### src/core/ictl_pkg.sv
package ictl_pkg;
    // ---------------------------------------------
    // Widths and depths
    // ---------------------------------------------
    localparam int unsigned DATA_W = 8;
    localparam int unsigned DEPTH = 8;
    localparam int unsigned PTR_W = 3;
    localparam int unsigned CNT_W = 4;
    localparam logic [3:0] FIFO_FULL_CNT = 4'h8;
    localparam logic [3:0] BITS_PER_BYTE = 4'h8;
    localparam int unsigned EN_DELAY_CYCLES = 2;

    // ---------------------------------------------
    // Register byte addresses
    // ---------------------------------------------
    localparam logic [7:0] ADDR_CTRL = 8'h00;
    localparam logic [7:0] ADDR_STATUS = 8'h04;
    localparam logic [7:0] ADDR_INTR_STAT = 8'h08;
    localparam logic [7:0] ADDR_INTR_MASK = 8'h0c;
    localparam logic [7:0] ADDR_TX_DATA = 8'h10;
    localparam logic [7:0] ADDR_RX_DATA = 8'h14;

    // ---------------------------------------------
    // Field positions and reset values
    // ---------------------------------------------
    localparam int unsigned CTRL_ENABLE_BIT = 0;
    localparam int unsigned CTRL_ABORT_BIT = 1;
    localparam int unsigned CTRL_RX_DIR_BIT = 2;
    localparam int unsigned ST_ACTIVITY_BIT = 0;
    localparam int unsigned ST_ABORT_BIT = 1;
    localparam int unsigned ST_EN_BIT = 2;
    localparam int unsigned ST_TXCNT_LSB = 4;
    localparam int unsigned ST_RXCNT_LSB = 8;
    localparam int unsigned INTR_W = 3;
    localparam int unsigned INTR_TX_ABORT = 0;
    localparam int unsigned INTR_RX_DONE = 1;
    localparam int unsigned INTR_TX_DONE = 2;
    localparam logic [2:0] INTR_RESET = 3'h0;
    localparam logic [2:0] MASK_RESET = 3'h0;
    localparam logic [31:0] PRDATA_RESET = 32'h0000_0000;

    // ---------------------------------------------
    // Transfer engine states, Gray along the path
    // ---------------------------------------------
    typedef enum logic [1:0] {
        ST_IDLE = 2'b00,
        ST_LOAD = 2'b01,
        ST_SHIFT = 2'b11,
        ST_STOP = 2'b10
    } eng_state_e;
endpackage

### src/core/fifo_if.sv
`timescale 1ns/1ps
`default_nettype none
// Byte FIFO carrier between the controller and its stores
interface fifo_if;
    logic push;
    logic [7:0] wdata;
    logic pop;
    logic flush;
    logic [7:0] rdata;
    logic [3:0] count;
    modport owner(output push, output wdata, output pop, output flush, input rdata, input count);
    modport store(input push, input wdata, input pop, input flush, output rdata, output count);
endinterface
`default_nettype wire

### src/core/byte_fifo.sv
`timescale 1ns/1ps
`default_nettype none
module byte_fifo (
    // Clock and reset
    input wire logic clock,
    input wire logic sys_rst,
    input wire logic ce,
    // Store side of the carrier
    fifo_if.store f
);
    logic [7:0] mem_q [ictl_pkg::DEPTH];
    logic [2:0] wptr_q, wptr_d, rptr_q, rptr_d;
    logic [3:0] cnt_q, cnt_d;
    logic [7:0] rdata_q;
    logic push_ok, pop_ok;

    // Pointer and count update; flush wins over everything
    always_comb begin
        push_ok = f.push && (cnt_q != ictl_pkg::FIFO_FULL_CNT);
        pop_ok = f.pop && (cnt_q != 4'h0);
        wptr_d = wptr_q;
        rptr_d = rptr_q;
        cnt_d = cnt_q;
        if (f.flush) begin
            wptr_d = 3'h0;
            rptr_d = 3'h0;
            cnt_d = 4'h0;
        end else begin
            if (push_ok) begin
                wptr_d = wptr_q + 3'h1;
            end
            if (pop_ok) begin
                rptr_d = rptr_q + 3'h1;
            end
            cnt_d = cnt_q + {3'h0, push_ok} - {3'h0, pop_ok};
        end
    end

    // Registers
    always_ff @(posedge clock or posedge sys_rst) begin
        if (sys_rst) begin
            wptr_q <= 3'h0;
            rptr_q <= 3'h0;
            cnt_q <= 4'h0;
            rdata_q <= 8'h00;
        end else if (ce) begin
            wptr_q <= wptr_d;
            rptr_q <= rptr_d;
            cnt_q <= cnt_d;
            rdata_q <= mem_q[rptr_q];
        end
    end

    // Storage has no reset, so it maps to plain RAM
    always_ff @(posedge clock) begin
        if (ce && push_ok && !f.flush) begin
            mem_q[wptr_q] <= f.wdata;
        end
    end

    assign f.rdata = rdata_q;
    assign f.count = cnt_q;
endmodule
`default_nettype wire

### src/core/i2c_enable_abort_control.sv
// Decided for this implementation: register access over APB and the address map.
`timescale 1ns/1ps
`default_nettype none
// Notes on behaviour
// - Abort field reads one while an abort runs, zero otherwise.
// - Enable bit zero means disabled with both FIFOs held erased; one enables.
// - Disabling flushes every entry of transmit and receive FIFOs.
// - After disable, interrupt status stays live until the engine is idle.
// - Disabled mid-transmit: finish current byte, then stop with transmit data dropped.
// - Disabled mid-receive: reception stops at once.
// - A disable write is accepted even while a transfer runs.
// - With asynchronous clocks, enable changes take effect two core cycles late.
// - Abort set only while enabled; writes otherwise ignored; software cannot clear it.
// - Abort: finish byte, stop, flush transmit, raise abort interrupt, self-clear.
module i2c_enable_abort_control #(
    parameter bit CLK_ASYNC = 1'b1
) (
    // Core clock, reset, freeze
    input wire logic clock,
    input wire logic sys_rst,
    input wire logic ce,
    // APB slave
    input wire logic psel,
    input wire logic penable,
    input wire logic pwrite,
    input wire logic [7:0] paddr,
    input wire logic [31:0] pwdata,
    output logic [31:0] prdata,
    output logic pready,
    output logic pslverr,
    // Interrupt
    output logic irq,
    // Link pins
    input wire logic link_clk,
    input wire logic sda_i,
    output logic sda_o,
    output logic sda_oe_n
);
    // ---------------------------------------------
    // Declarations
    // ---------------------------------------------
    fifo_if tx_f();
    fifo_if rx_f();
    logic en_req_q, en_req_d, rx_dir_q, rx_dir_d, abort_q, abort_d;
    logic [1:0] en_pipe_q, en_pipe_d;
    logic [2:0] mask_q, mask_d, intr_q, intr_d, set_ev;
    logic [31:0] prdata_q, prdata_d;
    logic pready_q, pready_d, pslverr_q, pslverr_d, irq_q, irq_d;
    ictl_pkg::eng_state_e state_q, state_d;
    logic [7:0] shift_q, shift_d;
    logic [3:0] bit_cnt_q, bit_cnt_d;
    logic cur_rx_q, cur_rx_d, sda_o_q, sda_o_d, oe_n_q, oe_n_d;
    logic link_lvl, sda_lvl, link_prev_q, link_rise;
    logic en_eff, setup, acc_done, wr_done, rd_done, abort_done;
    logic [2:0] w1c;

    function automatic logic addr_ok(input logic [7:0] a);
        addr_ok = (a == ictl_pkg::ADDR_CTRL) || (a == ictl_pkg::ADDR_STATUS) ||
                  (a == ictl_pkg::ADDR_INTR_STAT) || (a == ictl_pkg::ADDR_INTR_MASK) ||
                  (a == ictl_pkg::ADDR_TX_DATA) || (a == ictl_pkg::ADDR_RX_DATA);
    endfunction

    // ---------------------------------------------
    // Link pin sampling and FIFOs
    // ---------------------------------------------
    link_sync u_clk_sync (.clock(clock), .sys_rst(sys_rst), .ce(ce), .din(link_clk), .dout(link_lvl));
    link_sync u_sda_sync (.clock(clock), .sys_rst(sys_rst), .ce(ce), .din(sda_i), .dout(sda_lvl));
    byte_fifo u_tx_fifo (.clock(clock), .sys_rst(sys_rst), .ce(ce), .f(tx_f));
    byte_fifo u_rx_fifo (.clock(clock), .sys_rst(sys_rst), .ce(ce), .f(rx_f));

    assign link_rise = link_lvl && !link_prev_q;

    // ---------------------------------------------
    // Enable path and bus strobes
    // ---------------------------------------------
    // Two core cycles from control bit to effect when clocks are unrelated
    assign en_eff = CLK_ASYNC ? en_pipe_q[1] : en_req_q;
    assign setup = psel && !penable;
    assign acc_done = psel && penable && pready_q;
    assign wr_done = acc_done && pwrite;
    assign rd_done = acc_done && !pwrite;
    assign w1c = (wr_done && paddr == ictl_pkg::ADDR_INTR_STAT) ? pwdata[2:0] : 3'h0;

    // FIFO requests; disabled state holds both stores erased
    always_comb begin
        tx_f.push = wr_done && (paddr == ictl_pkg::ADDR_TX_DATA) && en_eff;
        tx_f.wdata = pwdata[7:0];
        tx_f.flush = !en_eff || abort_done;
        rx_f.flush = !en_eff;
        rx_f.pop = rd_done && (paddr == ictl_pkg::ADDR_RX_DATA);
        rx_f.wdata = {shift_q[6:0], sda_lvl};
    end

    // ---------------------------------------------
    // Transfer engine
    // ---------------------------------------------
    // One byte per eight link clock rises; stop drives the line low for one bit
    always_comb begin
        state_d = state_q;
        shift_d = shift_q;
        bit_cnt_d = bit_cnt_q;
        cur_rx_d = cur_rx_q;
        sda_o_d = sda_o_q;
        oe_n_d = oe_n_q;
        tx_f.pop = 1'b0;
        rx_f.push = 1'b0;
        set_ev = 3'h0;
        abort_done = 1'b0;
        case (state_q)
            ictl_pkg::ST_IDLE: begin
                oe_n_d = 1'b1;
                if (abort_q) begin
                    state_d = ictl_pkg::ST_STOP;
                end else if (en_eff && rx_dir_q) begin
                    cur_rx_d = 1'b1;
                    bit_cnt_d = ictl_pkg::BITS_PER_BYTE;
                    state_d = ictl_pkg::ST_SHIFT;
                end else if (en_eff && tx_f.count != 4'h0) begin
                    cur_rx_d = 1'b0;
                    state_d = ictl_pkg::ST_LOAD;
                end
            end
            ictl_pkg::ST_LOAD: begin
                // Read word settled one cycle ago, so it is safe to take here
                shift_d = tx_f.rdata;
                tx_f.pop = 1'b1;
                bit_cnt_d = ictl_pkg::BITS_PER_BYTE;
                sda_o_d = tx_f.rdata[7];
                oe_n_d = 1'b0;
                state_d = ictl_pkg::ST_SHIFT;
            end
            ictl_pkg::ST_SHIFT: begin
                if (cur_rx_q && !en_eff) begin
                    state_d = ictl_pkg::ST_IDLE;
                    oe_n_d = 1'b1;
                end else if (link_rise) begin
                    // Transmit keeps going with enable low: the byte finishes
                    bit_cnt_d = bit_cnt_q - 4'h1;
                    shift_d = {shift_q[6:0], cur_rx_q ? sda_lvl : 1'b0};
                    sda_o_d = shift_q[6];
                    if (bit_cnt_q == 4'h1) begin
                        oe_n_d = 1'b1;
                        if (cur_rx_q) begin
                            rx_f.push = 1'b1;
                            set_ev[ictl_pkg::INTR_RX_DONE] = 1'b1;
                        end else begin
                            set_ev[ictl_pkg::INTR_TX_DONE] = 1'b1;
                        end
                        state_d = abort_q ? ictl_pkg::ST_STOP : ictl_pkg::ST_IDLE;
                    end
                end
            end
            ictl_pkg::ST_STOP: begin
                sda_o_d = 1'b0;
                oe_n_d = 1'b0;
                if (link_rise) begin
                    oe_n_d = 1'b1;
                    abort_done = 1'b1;
                    set_ev[ictl_pkg::INTR_TX_ABORT] = 1'b1;
                    state_d = ictl_pkg::ST_IDLE;
                end
            end
            default: begin
                state_d = ictl_pkg::ST_IDLE;
            end
        endcase
    end

    // ---------------------------------------------
    // Register file
    // ---------------------------------------------
    // Control, interrupt and bus answer next values
    always_comb begin
        en_req_d = en_req_q;
        rx_dir_d = rx_dir_q;
        mask_d = mask_q;
        en_pipe_d = {en_pipe_q[0], en_req_q};
        if (wr_done && paddr == ictl_pkg::ADDR_CTRL) begin
            en_req_d = pwdata[ictl_pkg::CTRL_ENABLE_BIT];
            rx_dir_d = pwdata[ictl_pkg::CTRL_RX_DIR_BIT];
        end
        if (wr_done && paddr == ictl_pkg::ADDR_INTR_MASK) begin
            mask_d = pwdata[2:0];
        end
        // Set only while enabled, never cleared by software
        // A new request beats the self-clear of the one that just ended
        abort_d = abort_q;
        if (abort_done) begin
            abort_d = 1'b0;
        end
        if (wr_done && paddr == ictl_pkg::ADDR_CTRL && pwdata[ictl_pkg::CTRL_ABORT_BIT] && en_req_q) begin
            abort_d = 1'b1;
        end
        // Sticky bits; a new event beats the clear in the same cycle
        intr_d = intr_q & ~w1c;
        if (!en_eff && state_q == ictl_pkg::ST_IDLE) begin
            intr_d = 3'h0;
        end
        intr_d = intr_d | set_ev;
        irq_d = |(intr_q & mask_q);
        // Zero-wait slave: answer is ready in the first access cycle
        pready_d = setup;
        pslverr_d = setup && !addr_ok(paddr);
        prdata_d = prdata_q;
        if (setup && !pwrite) begin
            case (paddr)
                ictl_pkg::ADDR_CTRL: prdata_d = {29'h0, rx_dir_q, abort_q, en_req_q};
                ictl_pkg::ADDR_STATUS: prdata_d = {20'h0, rx_f.count, tx_f.count, 1'b0, en_eff, abort_q,
                                                   state_q != ictl_pkg::ST_IDLE};
                ictl_pkg::ADDR_INTR_STAT: prdata_d = {29'h0, intr_q};
                ictl_pkg::ADDR_INTR_MASK: prdata_d = {29'h0, mask_q};
                ictl_pkg::ADDR_RX_DATA: prdata_d = {24'h0, rx_f.rdata};
                default: prdata_d = 32'h0000_0000;
            endcase
        end
    end

    // All state, frozen while ce is low
    always_ff @(posedge clock or posedge sys_rst) begin
        if (sys_rst) begin
            en_req_q <= 1'b0;
            rx_dir_q <= 1'b0;
            abort_q <= 1'b0;
            en_pipe_q <= 2'h0;
            mask_q <= ictl_pkg::MASK_RESET;
            intr_q <= ictl_pkg::INTR_RESET;
            irq_q <= 1'b0;
            prdata_q <= ictl_pkg::PRDATA_RESET;
            pready_q <= 1'b0;
            pslverr_q <= 1'b0;
            state_q <= ictl_pkg::ST_IDLE;
            shift_q <= 8'h00;
            bit_cnt_q <= 4'h0;
            cur_rx_q <= 1'b0;
            sda_o_q <= 1'b1;
            oe_n_q <= 1'b1;
            link_prev_q <= 1'b0;
        end else if (ce) begin
            en_req_q <= en_req_d;
            rx_dir_q <= rx_dir_d;
            abort_q <= abort_d;
            en_pipe_q <= en_pipe_d;
            mask_q <= mask_d;
            intr_q <= intr_d;
            irq_q <= irq_d;
            prdata_q <= prdata_d;
            pready_q <= pready_d;
            pslverr_q <= pslverr_d;
            state_q <= state_d;
            shift_q <= shift_d;
            bit_cnt_q <= bit_cnt_d;
            cur_rx_q <= cur_rx_d;
            sda_o_q <= sda_o_d;
            oe_n_q <= oe_n_d;
            link_prev_q <= link_lvl;
        end
    end

    assign prdata = prdata_q;
    assign pready = pready_q;
    assign pslverr = pslverr_q;
    assign irq = irq_q;
    assign sda_o = sda_o_q;
    assign sda_oe_n = oe_n_q;
endmodule
`default_nettype wire

### src/core/link_sync.sv
`timescale 1ns/1ps
`default_nettype none
module link_sync (
    // Clock and reset
    input wire logic clock,
    input wire logic sys_rst,
    input wire logic ce,
    // Pin in, settled level out
    input wire logic din,
    output logic dout
);
    logic s1_q, s2_q, s3_q, lvl_q;
    logic lvl_d;

    // Level moves only once stages two and three agree
    always_comb begin
        lvl_d = lvl_q;
        if (s2_q == s3_q) begin
            lvl_d = s3_q;
        end
    end

    // Three-stage sampler
    always_ff @(posedge clock or posedge sys_rst) begin
        if (sys_rst) begin
            s1_q <= 1'b0;
            s2_q <= 1'b0;
            s3_q <= 1'b0;
            lvl_q <= 1'b0;
        end else if (ce) begin
            s1_q <= din;
            s2_q <= s1_q;
            s3_q <= s2_q;
            lvl_q <= lvl_d;
        end
    end

    assign dout = lvl_q;
endmodule
`default_nettype wire

### config.mk
export PLATFORM = sky130hd
export DESIGN_NAME = i2c_enable_abort_control
export DESIGN_NICKNAME = d
export VERILOG_FILES = /design/src/core/ictl_pkg.sv /design/src/core/fifo_if.sv /design/src/core/byte_fifo.sv /design/src/core/i2c_enable_abort_control.sv /design/src/core/link_sync.sv
export SDC_FILE = /design/constraint.sdc
export NUM_CORES = 1
export LEC_CHECK = 0
export BUFFER_PORTS_ARGS = -buffer_cell sky130_fd_sc_hd__buf_2
export CAP_MARGIN = 20
export CELL_PAD_IN_SITES_DETAIL_PLACEMENT = 0
export CELL_PAD_IN_SITES_GLOBAL_PLACEMENT = 1
export CORE_MARGIN = 3
export CORE_UTILIZATION = 53
export DETAILED_ROUTE_END_ITERATION = 10
export PLACE_DENSITY_LB_ADDON = 0.1
export SLEW_MARGIN = 20
export SYNTH_ARGS = -nofsm -noshare
export SYNTH_HDL_FRONTEND = slang
export SYNTH_SLANG_ARGS = --single-unit
### constraint.sdc
create_clock -name clock -period 7.8 [get_ports clock]
set_clock_uncertainty 0.15 [all_clocks]
set_input_delay 1.56 -clock clock [delete_from_list [all_inputs] [get_ports clock]]
set_output_delay 1.56 -clock clock [all_outputs]
set_load 0.005 [all_outputs]
Word level (Yosys, flattened, before mapping)
Memory sizes are Yosys's and may differ from the RTL's. A register that Yosys moved wholly into a read port is not among the register bits.
Index checks and enable logic that the tools add are counted.
{ "word_totals": {"register_bits": 91, "ram_bits": 128, "inputBits": 48, "output_inout_bits": 37, "elab_cells": 198, "n_memories": 2} }
{ "memory_table": {"columns": ["memory", "depth", "word_bits", "rd", "rd_clocked_by_memory_dff", "write_ports", "line_no", "source"], "rows": [
  ["u_rx_fifo.mem_q", 8, 8, 1, 1, 1, "byte_fifo.sv:11", "logic [7:0] mem_q [ictl_pkg::DEPTH];"],
  ["u_tx_fifo.mem_q", 8, 8, 1, 1, 1, "byte_fifo.sv:11", null]
]} }
{ "classes": {"addsub": 9, "eq_ne": 23, "n_mux": 59, "bitwise_logic": 5, "reduce_logical": 69} }
{ "op_table": {"columns": ["operator", "count"], "rows": [
  ["case mux 12 bit (5 select lines)", 1],
  ["two-way mux 3 bit", 10],
  ["logical AND 1 bit", 28],
  ["two-way mux 2 bit", 12],
  ["two-way mux 4 bit", 6],
  ["two-way mux 1 bit", 23],
  ["AND reduction 2 bit", 10],
  ["== test 8 x 4 -> 1 bit, second input constant", 2],
  ["== test 8 x 5 -> 1 bit, second input constant", 2],
  ["two-way mux 7 bit", 2],
  ["case mux 7 bit (2 select lines)", 1],
  ["adder 3 x 1 -> 3 bit, second input constant", 4],
  ["inequality test 4 bit, second input constant", 3],
  ["case mux 4 bit (3 select lines)", 1],
  ["AND reduction 4 bit", 3],
  ["nonzero test 2 bit", 6],
  ["inequality test 2 bit, second input constant", 5],
  ["adder 4 x 1 -> 4 bit", 2],
  ["== test 8 x 3 -> 1 bit, second input constant", 1],
  ["zero test 8 bit", 1],
  ["case mux 2 bit (4 select lines)", 1],
  ["nonzero test 4 bit", 2],
  ["subtractor 4 x 1 -> 4 bit", 2],
  ["bitwise AND 3 bit", 2],
  ["other kinds (20)", 35]
]} }

Logic depth before layout (Yosys ltp)
Gate-level depths: netlist of run 1.
{ "logic_depth": {"ltp_word": 10, "mapped_depth": 11, "depth_no_buf": 11} }

Hierarchy
A second synthesis of run 1 with hierarchy kept.
{ "hier_totals": {"hier_cells": 740, "hier_area_um2": 9674.3} }
{ "modules_own_cells": {"columns": ["module", "instances", "cells_each", "area_per_inst_um2", "seq_area_each_um2"], "rows": [
  ["byte_fifo", 2, 230, 3422.0, 2372.3],
  ["i2c_enable_abort_control", 1, 254, 2512.4, 1078.5],
  ["link_sync", 2, 13, 158.9, 100.1]
]} }

Worst setup path before layout of run 1
Ideal clock, no wire load.
{ "synth_timing": {"path_type": "input to register", "start": "in paddr[3]", "end": "reg u_rx_fifo.cnt_q[1], in the netlist u_rx_fifo.f.count[1]", "setup_ps": 135, "t_arrival_ps": 3656, "t_required_ps": 7515, "path_slack_ps": 3859, "cell_stages": 9, "n_path_buf": 1, "cell_sequence": "buf_6 > or4b_4 > a2111oi_4 > ha_1 > inv_1 > ha_1 > fa_1 > nand3_1 > o21ai_0"} }
{ "synth_between": {"elab_chain_len": 5} }
{ "synth_rtl": {"columns": ["element", "line_no", "source"], "rows": [
  ["start, declared", "i2c_enable_abort_control.sv:26", "input wire logic [7:0] paddr,"],
  ["== test 8 x 5 -> 1 bit", "i2c_enable_abort_control.sv:90", "rx_f.pop = rd_done && (paddr == ictl_pkg::ADDR_RX_DATA);"],
  ["logical AND 1 bit", "i2c_enable_abort_control.sv:90", null],
  ["logical AND 1 bit", "byte_fifo.sv:20", "pop_ok = f.pop && (cnt_q != 4'h0);"],
  ["subtractor 4 x 1 -> 4 bit", "byte_fifo.sv:35", "cnt_d = cnt_q + {3'h0, push_ok} - {3'h0, pop_ok};"],
  ["two-way mux 4 bit", "byte_fifo.sv:24", "if (f.flush) begin"],
  ["end signal, assigned", "byte_fifo.sv:49", "cnt_q <= cnt_d;"],
  ["end, declared", "byte_fifo.sv:13", "logic [3:0] cnt_q, cnt_d;"]
]} }
Every way passes these cells.
A chain may end at the register's enable or synchronous reset.

Worst setup path in the final report of run 1
{ "layout_timing": {"start": "in paddr[0]", "end": "mem u_tx_fifo.mem_q[5][7], enable pin"} }
{ "layout_between": {"elab_chain_len": 8} }
{ "layout_rtl": {"columns": ["element", "line_no", "source"], "rows": [
  ["== test 8 x 5 -> 1 bit", "i2c_enable_abort_control.sv:86", "tx_f.push = wr_done && (paddr == ictl_pkg::ADDR_TX_DATA) && en_eff;"],
  ["logical AND 1 bit (2 in a row)", "i2c_enable_abort_control.sv:86", null],
  ["logical AND 1 bit", "byte_fifo.sv:19", "push_ok = f.push && (cnt_q != ictl_pkg::FIFO_FULL_CNT);"],
  ["logical AND 1 bit (2 in a row)", "byte_fifo.sv:56", "if (ce && push_ok && !f.flush) begin"],
  ["two-way mux 1 bit", "byte_fifo.sv:56", null],
  ["two-way mux 1 bit (not written as such)", "byte_fifo.sv:57", "mem_q[wptr_q] <= f.wdata;"],
  ["end, declared", "byte_fifo.sv:11", null]
]} }
Every way passes these cells.

==> flow_summary.json, run 1 <==
{
  "cp_max_fo": 8,
  "fmax_mhz": 257,
  "cts_buffers": 23,
  "outcome": "complete, no violations",
  "drt-pass1-iter-count": 5,
  "grt_pass1_wl_um": 32200,
  "cts_tree": "yes",
  "grt-ovfl-total": 0,
  "path_class": "in -> reg",
  "hold_viol_final": 0,
  "ff2ff_setup_slack_ns": 4.37,
  "worst_pin_slew_ns": 0.944,
  "first_global_vias": 5876,
  "num_antenna_cells": 0,
  "dp_hpwl_um": 13200,
  "setup.worst_path.end": "u_tx_fifo.mem_q[5][7]$_DFFE_PP_",
  "hold_start": "prdata[3]$_DFFE_PP0P_",
  "setup_tns_ns": 0,
  "fp.dieW_um": 141,
  "clk_latency_ns": 0.50,
  "worstSetupPathDepth": 5,
  "drt-total-wl_um": 19600,
  "dieArea_sq_um": 19800,
  "vdd_drop_max_mv": 0.249,
  "drive_gt1_share_pct": 22.1,
  "finalCritPeriodShare_pct": 49.8,
  "ys_types": 71,
  "antenna_found_initial": 0,
  "maxSlewHeadroom_pct": 36.9,
  "avgSynthCellArea_sq_um": 14.3,
  "yosys_warnings": 0,
  "cts-htree-levels": 1,
  "seq_area_sq_um": 6030,
  "crit_chain": "buf_2 > or4_4 > a2111oi_4 > nand4_1 > nor2_1",
  "p_per_area_nw_per_um2": 260,
  "ys_seq_elements": 215,
  "pin_count": 85,
  "required_ns": 7.77,
  "cts_setup_buffers": 0,
  "ys_seq_area_share_pct": 62.5,
  "layout.nets": 786,
  "start_util_pct": 54.9,
  "final_util_pct": 61.0,
  "die_h_um": 141,
  "drc_errors": 0,
  "io_buffer_count": 40,
  "synthCells": 673,
  "setup_violations": 0,
  "synth_ff_type": "edfxtp_1",
  "layout-area-overhead-vs-synth_pct": 11.0,
  "grt_util_all_layers_pct": 20.6,
  "syn_area_sq_um": 9630,
  "leakagePower_nw": 3.97,
  "gp_congestion": 0.800,
  "cp-start-kind": "input pin",
  "drt_iter0_drc": 331,
  "grt_max_degree": 82,
  "multiInputGateArea_sq_um": 3280,
  "cts.sinks": 215,
  "clk_path_buf_depth": 3,
  "worstRegToRegCells": 5,
  "postRouteAntennaNets": 0,
  "fillers": 1353,
  "cts_resized": 0,
  "crit_path_top_delay_cell": "nor2_1",
  "wl_per_cell_um": 20.5,
  "crit_path_end_kind": "flip-flop",
  "drv_cap": 0,
  "num_vias": 5581,
  "crit_arrival_ns": 3.86,
  "synthArstFlopShare_pct": 40.5,
  "root_buffer": "clkbuf_16",
  "crit_family": "simple AND/OR/NAND/NOR gates",
  "setup.worst_path.start": "paddr[0]",
  "rsz0062_at_grt": "no",
  "synth_edf_count": 128,
  "hold_path.class": "reg -> reg",
  "cpPeakStageDelay_ns": 0.80,
  "period_needed_ns": 3.89,
  "rows": 48,
  "crit_buf_inv": 1,
  "drv_slew": 0,
  "vias_per_cell": 5.85,
  "core_area_sq_um": 17500,
  "path_clk_slew_ns": 0.06,
  "cts_hold_buf": 0,
  "regToRegStartpoint": "state_q[0]$_DFFE_PP0P_",
  "r2r-end": "u_rx_fifo.mem_q[4][3]$_DFFE_PP_"
}
-- where the power goes --
part / switching, W / internal [W] / total (W)
registers: 0.0000997 / 0.00133 / 0.00143
clock network: 0.000426 / 0.000627 / 0.00105
logic: 0.000156 / 0.000141 / 0.000297
-- sequential cells by signal, summed over array words and instances, names as in the netlist, 7 cells and up --
signal / count
prdata: 12
shift_q: 7
u_rx_fifo.f.rdata: 8
u_rx_fifo.mem_q: 64
u_tx_fifo.f.rdata: 8
u_tx_fifo.mem_q: 64
-- placed cells by master (no fill, tap or decap), types with 4 or more instances in the layout --
| master | instances |
|---|---|
| inv_1 | 30 |
| mux2i_1 | 19 |
| clkbuf_16 | 23 |
| nor3b_1 | 7 |
| o211ai_1 | 4 |
| a22oi_1 | 5 |
| o21ai_0 | 26 |
| nand4_1 | 4 |
| nor3_1 | 7 |
| buf_4 | 6 |
| nand3_1 | 7 |
| nand2_1 | 39 |
| buf_2 | 40 |
| o31ai_1 | 6 |
| nand3b_1 | 4 |
| nand4b_1 | 4 |
| mux4_2 | 32 |
| ha_1 | 23 |
| a21o_1 | 7 |
| o22ai_1 | 4 |
| conb_1 | 20 |
| clkinv_2 | 6 |
| nand2b_1 | 7 |
| nor2_1 | 49 |
| edfxtp_1 | 128 |
| nor4_1 | 4 |
| xnor2_1 | 4 |
| mux2_2 | 28 |
| a21oi_1 | 30 |
| dfrtp_1 | 83 |
-- worst reg2reg max path, delay by kind of cell (launching register included) --
family / cells / cell delay, ns
adders and majority gates: 1 / 0.62
DFF: 1 / 0.39
and+or+nand+nor: 4 / 1.89
-- how the worst min path moves through the flow --
stage,end,slack [ns],cells past startpoint
after global routing,bit_cnt_q[3]$_DFFE_PP0P_,0.36,1
after global placement,prdata[8]$_DFFE_PP0P_,0.31,2
final,prdata[3]$_DFFE_PP0P_,0.33,2
after floorplan,bit_cnt_q[3]$_DFFE_PP0P_,0.29,1
after CTS,prdata[11]$_DFFE_PP0P_,0.33,2
after detailed placement,prdata[11]$_DFFE_PP0P_,0.32,2
-- area by class of cell --
cell class                 count  share of cell area, %
multi-input combinational    396                   30.7
tap                          225                   2.63
clock buffer                  28                   5.75
clock inverter                13                   1.16
sequential                   215                   56.4
timing repair buffer          46                   2.29
inverter                      31                   1.10
-- Yosys cell counts (all sizes together) (6+ instances only) --
library cell,count,share of area (%)
mux4,33,7.8
a21o,7,0.55
o21ai,26,1.4
mux2i,19,2.0
inv,31,1.2
nor3,8,0.53
nand3,7,0.36
buf,31,2.2
nor3b,8,0.62
edfxtp,128,40
o31ai,6,0.47
mux2,28,3.3
nand2,39,1.5
clkbuf,19,0.74
nand2b,7,0.45
a21oi,31,1.6
dfrtp,85,22
ha,23,3.0
nor2,49,1.9
-- layer usage --
metal  share of wire, %  vias to the layer above  global-route usage (%)  wire length (um)
li1                   -                     2580                       -                 -
met1                 44                     2836                    28.2              8580
met2                 50                      126                    34.8              9690
met3                4.3                       39                    3.46               832
met4                2.3                        0                    4.95               454
met5                  0                        -                       0                 0
-- metrics by stage --
stage | setup slack, ns | cells | area (sq um) | hold WS (ns) | total power (W)
global placement | 3.46 | 913 | 9940 | 0.307 | 0.00173
floorplan | 3.84 | 692 | 9700 | 0.295 | 0.00164
detailed placement | 3.42 | 913 | 9950 | 0.317 | 0.00175
global route | 3.79 | 954 | 10700 | 0.359 | 0.00291
CTS | 3.95 | 954 | 10700 | 0.331 | 0.00281
finish | 3.91 | 954 | 10700 | 0.329 | 0.00278
-- logic make-up after synthesis --
group,Yosys count,synth area share (%)
AOI/OAI and AO/OA,109,7.72
xor gates and xnor gates,4,0.364
adders and majority gates,25,3.40
buffers and inverters,81,4.17
DFF,215,62.5
muxes,80,13.0
other,1,0.0389
and+or+nand+nor,158,8.76
No activity file was read; power rests on OpenSTA's default activity.
==> run 2, diff against run 1 <==
Settings changed: ABC_AREA set to 1, CORE_UTILIZATION 53 to 47.
Clock period 7.8 ns to 3.7 ns, I/O delays scaled along.
==> flow_summary.json, run 2 <==
{
  "leakagePower_nw": 4.64,
  "p_per_area_nw_per_um2": 512,
  "cts_buffers": 24,
  "synth_common_cells": "211 x nand2_1, 128 x edfxtp_1, 97 x inv_1, 95 x nor2_1, 85 x dfrtp_1",
  "maxSlewHeadroom_pct": 44.5,
  "clk_latency_ns": 0.51,
  "drv_cap": 0,
  "num_vias": 6739,
  "rsz0062_at_grt": "no",
  "postRouteAntennaNets": 0,
  "setup_tns_ns": 0,
  "ys_seq_elements": 215,
  "grt-ovfl-total": 0,
  "fillers": 1864,
  "clk_path_buf_depth": 3,
  "synth_top_cell_by_area": "edfxtp_1",
  "hold_viol_final": 0,
  "wl_per_cell_um": 15.8,
  "pin_count": 85,
  "cp-start-kind": "flip-flop",
  "cts_hold_buf": 0,
  "r2r-end": "u_rx_fifo.mem_q[1][2]$_DFFE_PP_",
  "root_buffer": "clkbuf_16",
  "synth_top_area_share_pct": 38.6,
  "ff2ff_setup_slack_ns": 0.90,
  "syn_area_sq_um": 9950,
  "drc_errors": 0,
  "crit_path_end_kind": "flip-flop",
  "yosys-top-cells-area": "edfxtp_1 39%, dfrtp_1 21%, nand2_1 8.0%, o21ai_0 4.2%, inv_1 3.7%",
  "period_needed_ns": 2.80,
  "layout-area-overhead-vs-synth_pct": 11.4,
  "most-common-layout-cells": "211 x nand2_1, 128 x edfxtp_1, 96 x inv_1",
  "vdd_drop_max_mv": 0.344,
  "synthCells": 998,
  "rows": 52,
  "drt-total-wl_um": 21100,
  "ys_types": 45,
  "path_class": "reg -> reg",
  "grt_pass1_wl_um": 33200,
  "crit_arrival_ns": 2.86,
  "worst_pin_slew_ns": 0.832,
  "required_ns": 3.76,
  "vias_per_cell": 5.06,
  "io_buffer_count": 40,
  "cts.sinks": 215,
  "fp.dieW_um": 151,
  "cts_resized": 0,
  "drv_slew": 0,
  "num_antenna_cells": 0,
  "start_util_pct": 48.5,
  "hold_path.class": "in -> async",
  "ys_seq_area_share_pct": 60.6,
  "synth_most_common_cell": "nand2_1",
  "cts-htree-levels": 1,
  "final_util_pct": 54.1,
  "synth_ff_type": "edfxtp_1",
  "finalCritPeriodShare_pct": 75.7,
  "fmax_mhz": 357,
  "die_h_um": 151,
  "dieArea_sq_um": 22900,
  "synth_edf_count": 128,
  "drive_gt1_share_pct": 12.1,
  "setup_violations": 0,
  "path_clk_slew_ns": 0.06,
  "final_common_cell": "nand2_1",
  "outcome": "complete, no violations",
  "gp_congestion": 0.779,
  "drt-pass1-iter-count": 4,
  "synthArstFlopShare_pct": 40.5,
  "regToRegStartpoint": "state_q[0]$_DFFE_PP0P_",
  "first_global_vias": 6098,
  "grt_max_degree": 68,
  "yosys_warnings": 0,
  "core_area_sq_um": 20500,
  "grt_util_all_layers_pct": 18.6,
  "avgSynthCellArea_sq_um": 9.97,
  "cts_tree": "yes",
  "worstRegToRegCells": 10,
  "dp_hpwl_um": 13900,
  "drt_iter0_drc": 490,
  "antenna_found_initial": 0,
  "layout.nets": 1116,
  "cts_setup_buffers": 0,
  "cp_max_fo": 19
}
-- run 2: power breakdown --
part | switching (W) | internal (W)
Clock | 0.000876 | 0.00131
Combinational | 0.000382 | 0.000202
Sequential | 0.000147 | 0.00275
-- run 2: how the worst max path moves through the flow --
stage                                  endpoint  cells past startpoint  slack [ns]                    from
2_1_floorplan               abort_q$_DFFE_PP0P_                      1        0.56                 sys_rst
3_3_place_gp   u_rx_fifo.f.count[1]$_DFFE_PP0P_                     12        0.80                paddr[5]
3_5_place_dp   u_rx_fifo.f.count[1]$_DFFE_PP0P_                     12        0.77                paddr[5]
4_1_cts         u_rx_fifo.mem_q[1][2]$_DFFE_PP_                     10        0.85  state_q[0]$_DFFE_PP0P_
5_1_grt         u_rx_fifo.mem_q[1][2]$_DFFE_PP_                     10        0.71  state_q[0]$_DFFE_PP0P_
6_report        u_rx_fifo.mem_q[1][2]$_DFFE_PP_                     10        0.90  state_q[0]$_DFFE_PP0P_
-- run 2: routing by layer --
metal	part of all wire (%)	track usage [%]
met1	48	27.0
met3	3.8	2.50
met4	2.1	4.90
met5	0	0
met2	47	29.7
-- run 2: layout make-up --
class	count	area (sq um)	area share (%)
clock buffers	38	674	6.08
clock inverters	6	51.3	0.463
inverters	107	413	3.72
multi-input cells	638	3250	29.3
flip-flops and latches	215	6030	54.4
well taps	270	338	3.05
repair buffers	57	328	2.96
-- run 2: worst max-delay path, cell delays in order, from the launching register on --
cell	delay (ns)
dfrtp_1	0.39
ha_1	0.44
inv_6	0.15
nor2_4	0.17
nand2_2	0.08
nor2_4	0.21
nand3_4	0.11
clkinv_2	0.11
nand2_4	0.06
nor2_1	0.39
buf_4	0.24
-- run 2: through the flow --
stage | power [W] | instance area, sq um | instances | hold slack, ns | setup slack [ns]
after detailed placement | 0.00353 | 10400 | 1287 | 0.308 | 0.767
after floorplan | 0.00335 | 10000 | 1017 | 0.292 | 0.563
after global routing | 0.00594 | 11100 | 1331 | 0.280 | 0.713
after global placement | 0.00352 | 10400 | 1287 | 0.303 | 0.804
after CTS | 0.00574 | 11100 | 1331 | 0.270 | 0.850
final | 0.00568 | 11100 | 1331 | 0.225 | 0.899
-- run 2: logic make-up (layout without fill, tap and decap cells) --
logic type	after synthesis	count (layout)	synth area share, %
other	1	20	0.0377
adders and majority gates	25	25	3.30
xor gates and xnor gates	6	6	0.528
and+or+nand+nor	417	417	18.3
buffers and inverters	164	208	7.47
AOI/OAI and AO/OA	170	170	9.85
DFF	215	215	60.6
